===== src/shared/rdlc_params.svh =====
// Register offsets, field positions, reset values and address constants
`ifndef RDLC_PARAMS_SVH
`define RDLC_PARAMS_SVH

// ---------------------------------------------------------------
// Register byte offsets
// ---------------------------------------------------------------
`define RDLC_OFS_RSVD0      3'h0
`define RDLC_OFS_RSVD1      3'h1
`define RDLC_OFS_LANE_PD    3'h2
`define RDLC_OFS_LANE0_CFG  3'h3
`define RDLC_OFS_LANE1_CFG  3'h4

// ---------------------------------------------------------------
// Field positions
// ---------------------------------------------------------------
`define RDLC_PD_LANE3_BIT   7
`define RDLC_PD_LANE2_BIT   6
`define RDLC_PD_LANE1_BIT   5
`define RDLC_PD_LANE0_BIT   4
`define RDLC_CFG_EQ_MSB     7
`define RDLC_CFG_EQ_LSB     4
`define RDLC_CFG_FG_MSB     3
`define RDLC_CFG_FG_LSB     2
`define RDLC_CFG_SW_MSB     1
`define RDLC_CFG_SW_LSB     0

// ---------------------------------------------------------------
// Reset values and address
// ---------------------------------------------------------------
`define RDLC_RST_LANE_PD    8'h00
`define RDLC_RST_LANE_CFG   8'h00
`define RDLC_ADDR_PREFIX    3'h7
`define RDLC_BITS_PER_BYTE  4'h8

`endif


===== src/shared/rdlc_pkg.sv =====
// Types shared by the redriver lane configuration block
package rdlc_pkg;

	// Serial slave sequencing states
	typedef enum logic [2:0] {
		ST_IDLE,
		ST_ADDR,
		ST_ADDR_ACK,
		ST_WR,
		ST_WR_ACK,
		ST_RD,
		ST_RD_ACK
	} rdlc_state_t;

	// Per-lane settings handed to the analog lane
	typedef struct packed {
		logic [3:0] eq_boost_sel;   // Equalizer boost code
		logic [3:0] gain_level;     // One-hot flat gain level
		logic [3:0] swing_level;    // One-hot swing limit level
	} rdlc_lane_out_t;

	// Per-lane power control, one bit per lane
	typedef struct packed {
		logic [3:0] lane_active;    // Lane running
		logic [3:0] term_weak_pu;   // Input termination in weak pull-up
		logic [3:0] out_hiz;        // Output driver high impedance
	} rdlc_power_t;

endpackage


===== src/verilog/rdlc_top.sv =====
// Lane configuration registers, serial slave and power control of the redriver
`timescale 1ns/10ps
`include "rdlc_params.svh"

module rdlc_top (
	input  wire logic                    clk,
	input  wire logic                    sys_rst,
	input  wire logic                    scl_in,
	input  wire logic                    sda_in,
	output logic                         sda_out,
	output logic                         sda_oe,
	input  wire logic                    cable_absent_n,
	input  wire logic                    reg_mode_sel,
	input  wire logic                    pkg_32pin,
	input  wire logic [3:0]              eq_or_addr_strap,
	input  wire logic [1:0]              swing_strap,
	input  wire logic                    gain0_strap,
	input  wire logic                    gain1_or_cfg_reset_n,
	output rdlc_pkg::rdlc_lane_out_t     lane0_out,
	output rdlc_pkg::rdlc_lane_out_t     lane1_out,
	output rdlc_pkg::rdlc_power_t        power_out
);

	// ---------------------------------------------------------------
	// Functions
	// ---------------------------------------------------------------

	// Two-bit code to one-hot level select
	function automatic logic [3:0] code_to_level(input logic [1:0] code);
		logic [3:0] lvl;
		lvl = 4'h0;
		lvl[code] = 1'b1;
		return lvl;
	endfunction

	// Build one lane's analog settings from a config byte
	function automatic rdlc_pkg::rdlc_lane_out_t lane_decode(input logic [7:0] cfg);
		rdlc_pkg::rdlc_lane_out_t o;
		o.eq_boost_sel = cfg[`RDLC_CFG_EQ_MSB:`RDLC_CFG_EQ_LSB];
		o.gain_level   = code_to_level(cfg[`RDLC_CFG_FG_MSB:`RDLC_CFG_FG_LSB]);
		o.swing_level  = code_to_level(cfg[`RDLC_CFG_SW_MSB:`RDLC_CFG_SW_LSB]);
		return o;
	endfunction

	// ---------------------------------------------------------------
	// Input synchronisers
	// ---------------------------------------------------------------
	localparam int SYN_W = 13;
	logic [SYN_W-1:0] syn1_r;     // First stage, read only by second stage
	logic [SYN_W-1:0] syn2_r;     // Second stage, safe to use
	logic             scl_d_r;    // Previous synchronised clock line
	logic             sda_d_r;    // Previous synchronised data line

	// Two flops on every pin input
	always_ff @(posedge clk or posedge sys_rst) begin
		if (sys_rst) begin
			syn1_r <= '1;
			syn2_r <= '1;
		end else begin
			syn1_r <= {scl_in, sda_in, cable_absent_n, reg_mode_sel, pkg_32pin,
				eq_or_addr_strap, swing_strap, gain0_strap, gain1_or_cfg_reset_n};
			syn2_r <= syn1_r;
		end
	end

	wire       scl_s   = syn2_r[12];  // Serial clock
	wire       sda_s   = syn2_r[11];  // Serial data
	wire       absent  = syn2_r[10];  // High when no cable
	wire       regmode = syn2_r[9];   // Register mode
	wire       pkg32   = syn2_r[8];   // Small package strap
	wire [3:0] eq_pin  = syn2_r[7:4]; // Equalizer or address straps
	wire [1:0] sw_pin  = syn2_r[3:2]; // Swing straps
	wire       fg0_pin = syn2_r[1];   // Gain bit 0 strap
	wire       fg1_pin = syn2_r[0];   // Gain bit 1 or register reset

	// Delayed copies for edge finding
	always_ff @(posedge clk or posedge sys_rst) begin
		if (sys_rst) begin
			scl_d_r <= 1'b1;
			sda_d_r <= 1'b1;
		end else begin
			scl_d_r <= scl_s;
			sda_d_r <= sda_s;
		end
	end

	wire scl_rise = scl_s & ~scl_d_r;
	wire scl_fall = ~scl_s & scl_d_r;
	wire start_c  = scl_s & scl_d_r & sda_d_r & ~sda_s;
	wire stop_c   = scl_s & scl_d_r & ~sda_d_r & sda_s;

	// Register reset acts only where the shared pin serves as reset
	wire cfg_clr = regmode & ~fg1_pin;

	// Own address from straps
	wire [6:0] own_addr = {`RDLC_ADDR_PREFIX, eq_pin[3:1], pkg32 ? 1'b1 : eq_pin[0]};

	// ---------------------------------------------------------------
	// Serial slave
	// ---------------------------------------------------------------
	rdlc_pkg::rdlc_state_t state_r;   // Slave sequence state
	logic [3:0]            cnt_r;     // Bits taken in this byte
	logic [7:0]            rx_r;      // Received shift register
	logic [7:0]            tx_r;      // Transmit shift register
	logic                  rw_r;      // Transfer is a read
	logic [2:0]            ptr_r;     // Byte pointer within the map
	logic                  ptr_ovf_r; // Pointer wrapped past byte 7
	logic                  sda_oe_r;  // Pull data line low
	logic [7:0]            pd_r;      // Lane power-down byte
	logic [7:0]            cfg0_r;    // Lane 0 config byte
	logic [7:0]            cfg1_r;    // Lane 1 config byte
	logic [7:0]            rd_byte;   // Byte at the pointer

	// Read multiplexer; reserved and unmapped bytes read zero
	always_comb begin
		rd_byte = 8'h00;
		if (!ptr_ovf_r) begin
			case (ptr_r)
				`RDLC_OFS_LANE_PD:   rd_byte = pd_r;
				`RDLC_OFS_LANE0_CFG: rd_byte = cfg0_r;
				`RDLC_OFS_LANE1_CFG: rd_byte = cfg1_r;
				default:             rd_byte = 8'h00;
			endcase
		end
	end

	wire wr_strobe = (state_r == rdlc_pkg::ST_WR) && scl_fall &&
		(cnt_r == `RDLC_BITS_PER_BYTE);

	// Byte sequencing, bit shifting and line drive; never stretches the clock
	always_ff @(posedge clk or posedge sys_rst) begin
		if (sys_rst) begin
			state_r   <= rdlc_pkg::ST_IDLE;
			cnt_r     <= 4'h0;
			rx_r      <= 8'h00;
			tx_r      <= 8'h00;
			rw_r      <= 1'b0;
			ptr_r     <= 3'h0;
			ptr_ovf_r <= 1'b0;
			sda_oe_r  <= 1'b0;
		end else if (start_c) begin
			// Every transfer restarts at byte zero
			state_r   <= rdlc_pkg::ST_ADDR;
			cnt_r     <= 4'h0;
			ptr_r     <= 3'h0;
			ptr_ovf_r <= 1'b0;
			sda_oe_r  <= 1'b0;
		end else if (stop_c) begin
			// Stop ends any transfer after the last whole byte
			state_r  <= rdlc_pkg::ST_IDLE;
			sda_oe_r <= 1'b0;
		end else begin
			// Sample on rising clock while a byte is in flight
			if (scl_rise && cnt_r != `RDLC_BITS_PER_BYTE) begin
				rx_r  <= {rx_r[6:0], sda_s};
				cnt_r <= cnt_r + 4'h1;
			end
			// Master refuses further read data
			if (scl_rise && state_r == rdlc_pkg::ST_RD_ACK && sda_s) begin
				state_r <= rdlc_pkg::ST_IDLE;
			end
			if (scl_fall) begin
				case (state_r)
					rdlc_pkg::ST_ADDR: begin
						// Acknowledge only our own address
						if (cnt_r == `RDLC_BITS_PER_BYTE) begin
							if (rx_r[7:1] == own_addr) begin
								rw_r     <= rx_r[0];
								sda_oe_r <= 1'b1;
								state_r  <= rdlc_pkg::ST_ADDR_ACK;
							end else begin
								state_r <= rdlc_pkg::ST_IDLE;
							end
						end
					end
					rdlc_pkg::ST_ADDR_ACK, rdlc_pkg::ST_RD_ACK: begin
						// Start a data byte; reads drive the MSB now
						cnt_r <= 4'h0;
						if (rw_r) begin
							tx_r     <= {rd_byte[6:0], 1'b0};
							sda_oe_r <= ~rd_byte[7];
							state_r  <= rdlc_pkg::ST_RD;
						end else begin
							sda_oe_r <= 1'b0;
							state_r  <= rdlc_pkg::ST_WR;
						end
					end
					rdlc_pkg::ST_WR: begin
						// Whole byte taken: acknowledge and advance
						if (cnt_r == `RDLC_BITS_PER_BYTE) begin
							sda_oe_r <= 1'b1;
							state_r  <= rdlc_pkg::ST_WR_ACK;
						end
					end
					rdlc_pkg::ST_WR_ACK: begin
						// Release line and take the next byte
						sda_oe_r <= 1'b0;
						cnt_r    <= 4'h0;
						state_r  <= rdlc_pkg::ST_WR;
					end
					rdlc_pkg::ST_RD: begin
						if (cnt_r == `RDLC_BITS_PER_BYTE) begin
							// Release for the master's acknowledge
							sda_oe_r <= 1'b0;
							state_r  <= rdlc_pkg::ST_RD_ACK;
						end else begin
							sda_oe_r <= ~tx_r[7];
							tx_r     <= {tx_r[6:0], 1'b0};
						end
					end
					default: begin
						sda_oe_r <= 1'b0;
					end
				endcase
				// Pointer advances after each whole data byte
				if ((state_r == rdlc_pkg::ST_WR || state_r == rdlc_pkg::ST_RD) &&
					cnt_r == `RDLC_BITS_PER_BYTE) begin
					ptr_r <= ptr_r + 3'h1;
					if (ptr_r == 3'h7) begin
						ptr_ovf_r <= 1'b1;
					end
				end
			end
		end
	end

	// ---------------------------------------------------------------
	// Configuration registers
	// ---------------------------------------------------------------

	// Register writes; reserved bytes and unmapped bytes are dropped
	always_ff @(posedge clk or posedge sys_rst) begin
		if (sys_rst) begin
			pd_r   <= `RDLC_RST_LANE_PD;
			cfg0_r <= `RDLC_RST_LANE_CFG;
			cfg1_r <= `RDLC_RST_LANE_CFG;
		end else if (cfg_clr) begin
			pd_r   <= `RDLC_RST_LANE_PD;
			cfg0_r <= `RDLC_RST_LANE_CFG;
			cfg1_r <= `RDLC_RST_LANE_CFG;
		end else if (wr_strobe && !ptr_ovf_r) begin
			case (ptr_r)
				`RDLC_OFS_LANE_PD:   pd_r   <= rx_r;
				`RDLC_OFS_LANE0_CFG: cfg0_r <= rx_r;
				`RDLC_OFS_LANE1_CFG: cfg1_r <= rx_r;
				default:             pd_r   <= pd_r;
			endcase
		end
	end

	// ---------------------------------------------------------------
	// Lane settings and power control
	// ---------------------------------------------------------------
	logic [7:0] strap_cfg; // Settings from strap pins
	logic [3:0] lane_pd;   // Per-lane power-down from register
	logic [3:0] lane_on;   // Lane running

	always_comb begin
		strap_cfg = {eq_pin, fg1_pin, fg0_pin, sw_pin};
		// Reserved low bits of byte 2 play no part in power control
		lane_pd = {pd_r[`RDLC_PD_LANE3_BIT], pd_r[`RDLC_PD_LANE2_BIT],
			pd_r[`RDLC_PD_LANE1_BIT], pd_r[`RDLC_PD_LANE0_BIT]};
		// Global power-down overrides register contents
		lane_on = absent ? 4'h0 : (regmode ? ~lane_pd : 4'hf);
	end

	// Register all outputs
	always_ff @(posedge clk or posedge sys_rst) begin
		if (sys_rst) begin
			lane0_out <= '0;
			lane1_out <= '0;
			power_out <= '0;
			sda_out   <= 1'b0;
			sda_oe    <= 1'b0;
		end else begin
			lane0_out <= lane_decode(regmode ? cfg0_r : strap_cfg);
			lane1_out <= lane_decode(regmode ? cfg1_r : strap_cfg);
			power_out.lane_active  <= lane_on;
			power_out.term_weak_pu <= ~lane_on;
			power_out.out_hiz      <= ~lane_on;
			sda_out <= 1'b0;
			sda_oe  <= sda_oe_r;
		end
	end

endmodule


===== config.mk =====
export PLATFORM = sky130hd
export DESIGN_NAME = rdlc_top
export DESIGN_NICKNAME = d
export VERILOG_FILES = /design/src/shared/rdlc_pkg.sv /design/src/verilog/rdlc_top.sv
export VERILOG_INCLUDE_DIRS = /design/src /design/src/shared
export SDC_FILE = /design/constraint.sdc
export NUM_CORES = 1
export LEC_CHECK = 0
export BUFFER_PORTS_ARGS = -buffer_cell sky130_fd_sc_hd__buf_2
export CORE_AREA = 2 2 97 99
export DETAILED_ROUTE_END_ITERATION = 8
export DIE_AREA = 0 0 99 101
export HOLD_SLACK_MARGIN = 0.15
export PLACE_DENSITY_LB_ADDON = 0.25
export SYNTH_ARGS = -nofsm -noshare
export SYNTH_HDL_FRONTEND = slang
export SYNTH_SLANG_ARGS = --single-unit

===== constraint.sdc =====
create_clock -name clk -period 6.8 [get_ports clk]
set_input_delay 1.36 -clock clk [delete_from_list [all_inputs] [get_ports clk]]
set_output_delay 1.36 -clock clk [all_outputs]
set_load 0.03 [all_outputs]

==> results.sh <==
export IMPL_cap_violations=0
export IMPL_synth_cells=415
export IMPL_synth_top_family_by_area="simple AND/OR/NAND/NOR gates"
export IMPL_rsz0062_at_grt="no"
export IMPL_crit_path_max_incr_delay_ps=370
export IMPL_setup_viol=0
export IMPL_critical_path_cell_chain="buf_2"
export IMPL_leakagePower_nw=2.86
export IMPL_die_w_um=99
export IMPL_setup_tns_ps=0
export IMPL_reg2reg_setup_slack_ps=4780
export IMPL_crit_type="flip-flop to output port"
export IMPL_ys_async_sr_fraction=1.00
export IMPL_ctsResizeCount=0
export IMPL_yosys_area_share_simple=0.163
export IMPL_final_nets=484
export IMPL_drv_slew=0
export IMPL_synth_area_um2=4790
export IMPL_numCtsBuffers=17
export IMPL_startpoint_type="flip-flop"
export IMPL_cts_sink_count=113
export IMPL_yosysTopAreaCell="dfrtp_1"
export IMPL_grt_first_pass_wirelength_mm=15.7
export IMPL_finalPower_mw=1.78
export IMPL_route_detailed_drc=0
export IMPL_synth_fa_ha_area_frac=0.0183
export IMPL_synth_avg_cell_area_um2=11.5
export IMPL_synth_top_cells_by_count="85 x dfrtp_1, 53 x nand2_1, 31 x nor2_1"
export IMPL_drt_iter0_markers=227
export IMPL_seq_area_frac_synth=0.597
export IMPL_antenna_found_initial=0
export IMPL_die_h_um=101
export IMPL_hold_ws_ps=354
export IMPL_worstSkewPairLatency_ps=510
export IMPL_drive_above_1_share=0.261
export IMPL_r2r_end="sda_oe_r$_DFFE_PP0P_"
export IMPL_synthXorXnorAreaFrac=0.00914
export IMPL_synth_main_ff_cell="dfrtp_1"
export IMPL_synth_edf_count=0
export IMPL_initial_utilization=0.534
export IMPL_diodes=0
export IMPL_synth_compound_area_frac=0.104
export IMPL_cts_hold_buffers=0
export IMPL_syn_to_final_growth_pct=17.5
export IMPL_fillers=700
export IMPL_yosysMostFrequentCell="dfrtp_1"
export IMPL_wl_per_cell_um=16.0
export IMPL_wl_mm=9.35
export IMPL_worst_ep_required_time_ps=5440
export IMPL_cts_tree="built"
export IMPL_final_hold_viol_count=0
export IMPL_max_vdd_ir_drop_mv=0.110
export IMPL_htreeDepth=4
export IMPL_hold_start="syn1_r[11]$_DFF_PP1_"
export IMPL_synth_cell_type_count=55
export IMPL_worst_r2r_startpoint="ptr_r[0]$_DFFE_PP0P_"
export IMPL_outcome="completed"
export IMPL_vias_per_cell=5.53
export IMPL_power_density_nw_per_um2=316
export IMPL_final_util=0.627
export IMPL_hold_path_depth=0
export IMPL_cts_buffer_depth=2
export IMPL_grt_max_degree=71
export IMPL_critPathArrivalTime_ps=1050
export IMPL_synthMuxAreaShare=0.0642
export IMPL_synth_top_area_frac=0.444
export IMPL_worst_pin_slew_ps=960
export IMPL_globalplace_congestion=0.807
export IMPL_num_rows=35
export IMPL_post_cts_repair_setup_buffers=0
export IMPL_fmax_mhz=414
export IMPL_ys_ff_latch=113
export IMPL_grt_overflow_total=0
export IMPL_grt_use_total=0.205
export IMPL_timing_hold_worst_endpoint="syn2_r[11]$_DFF_PP1_"
export IMPL_cp_max_fo=2
export IMPL_postSynthNetCount=437
export IMPL_maxSlewHeadroom=0.357
export IMPL_post_route_period_util=0.355
export IMPL_grt_pass1_vias=3232
export IMPL_place_inst=554
export IMPL_clkSlewWorstSetupHoldPaths_ps=50
export IMPL_vias=3240
export IMPL_critPathBufInv=1
export IMPL_pin_count=53
export IMPL_yosys_top_cells_area="dfrtp_1 44%, dfstp_2 15%, mux2i_1 5.0%"
export IMPL_layout_setup_ws_ps=4390
export IMPL_ant_nets=0
export IMPL_finalInstanceArea_um2=5630
export IMPL_crit_path_end_kind="output port"
export IMPL_yosys_warnings=0
export IMPL_drt_pass1_iter_count=4
export IMPL_fin_crit_ps=2410
export IMPL_skew_ps=7.75
export IMPL_fin_cells=586
export IMPL_worst_path_dominant_cell_family="flip-flops"
export IMPL_io_buffers=51
export IMPL_hp_class="flip-flop to flip-flop"
export IMPL_worst_r2r_path_depth=6
export IMPL_dieArea_um2=10000
export IMPL_slowest_stage="dfrtp_1"
export IMPL_hpwl_mm=6.18
export IMPL_placed_area_um2=5060
export IMPL_cts_root_buf="clkbuf_8"
export IMPL_dpl_worst_slack_ps=4050
export IMPL_coreArea_um2=8980
[sequential cells by signal, summed over array words and instances (netlist names), 7 cells and up]
name,cells
lane1_out,12
power_out,8
lane0_out,12
cfg0_r,8
syn1_r,13
tx_r,7
syn2_r,13
pd_r,8
cfg1_r,8
rx_r,8
[per-layer routing]
layer  track usage  part of all wire
met3        0.0485             0.041
met2         0.338              0.51
met5             0                 0
met4        0.0917             0.018
met1         0.260              0.44
[kinds of logic (layout without fill, tap and decap cells)]
group,after synthesis,count (layout)
buffers and inverters,42,102
and+or+nand+nor,144,144
xor gates and xnor gates,5,5
muxes,30,30
AOI/OAI and AO/OA,73,73
adders and majority gates,7,7
DFF,113,113
other,1,1
[layout make-up]
type	instances	area (um^2)	share of cell area
clock inverters	10	136	0.0242
clock buffers	22	433	0.0769
multi-input cells	260	1730	0.307
well taps	111	139	0.0247
inverters	18	70.1	0.0124
repair buffers	52	263	0.0467
flip-flops and latches	113	2860	0.509
[where the power goes]
part	leakage, nW	total (mW)	internal [mW]	switching [mW]
logic	1.17	0.147	0.0509	0.0957
clock network	0.269	0.845	0.555	0.290
registers	1.42	0.789	0.727	0.0622
total	2.86	1.78	1.33	0.448
[how the worst max path moves through the flow]
| stage | cells after the start | end | start | slack (ps) |
|---|---|---|---|---|
| after global routing | 1 | power_out[5] | power_out[1]$_DFF_PP0_ | 4350 |
| final | 1 | power_out[4] | power_out[0]$_DFF_PP0_ | 4390 |
| after global placement | 3 | power_out[0]$_DFF_PP0_ | sys_rst | 4080 |
| after floorplan | 1 | cfg0_r[0]$_DFFE_PP0P_ | sys_rst | 2500 |
| after CTS | 1 | power_out[4] | power_out[0]$_DFF_PP0_ | 4360 |
| after detailed placement | 3 | power_out[10]$_DFF_PP0_ | sys_rst | 4050 |
[layout by cell type (no fill, tap or decap), types with 4 or more instances in the layout]
cell type and n:
nand3_1 9, a21oi_1 6, nand2_1 53, nand2b_1 15, a31oi_1 4, mux2i_1 24
xor2_1 5, nor2_1 31, o21ai_0 13, ha_1 7, a222oi_1 5, mux2_2 5
and3_1 5, dfrtp_1 85, o21ai_1 12, clkbuf_16 16, nand4b_1 4, buf_2 51
a21o_1 5, inv_1 17, dfstp_2 28, clkbuf_1 5
Note: power is estimated with default switching activity, not from simulation.
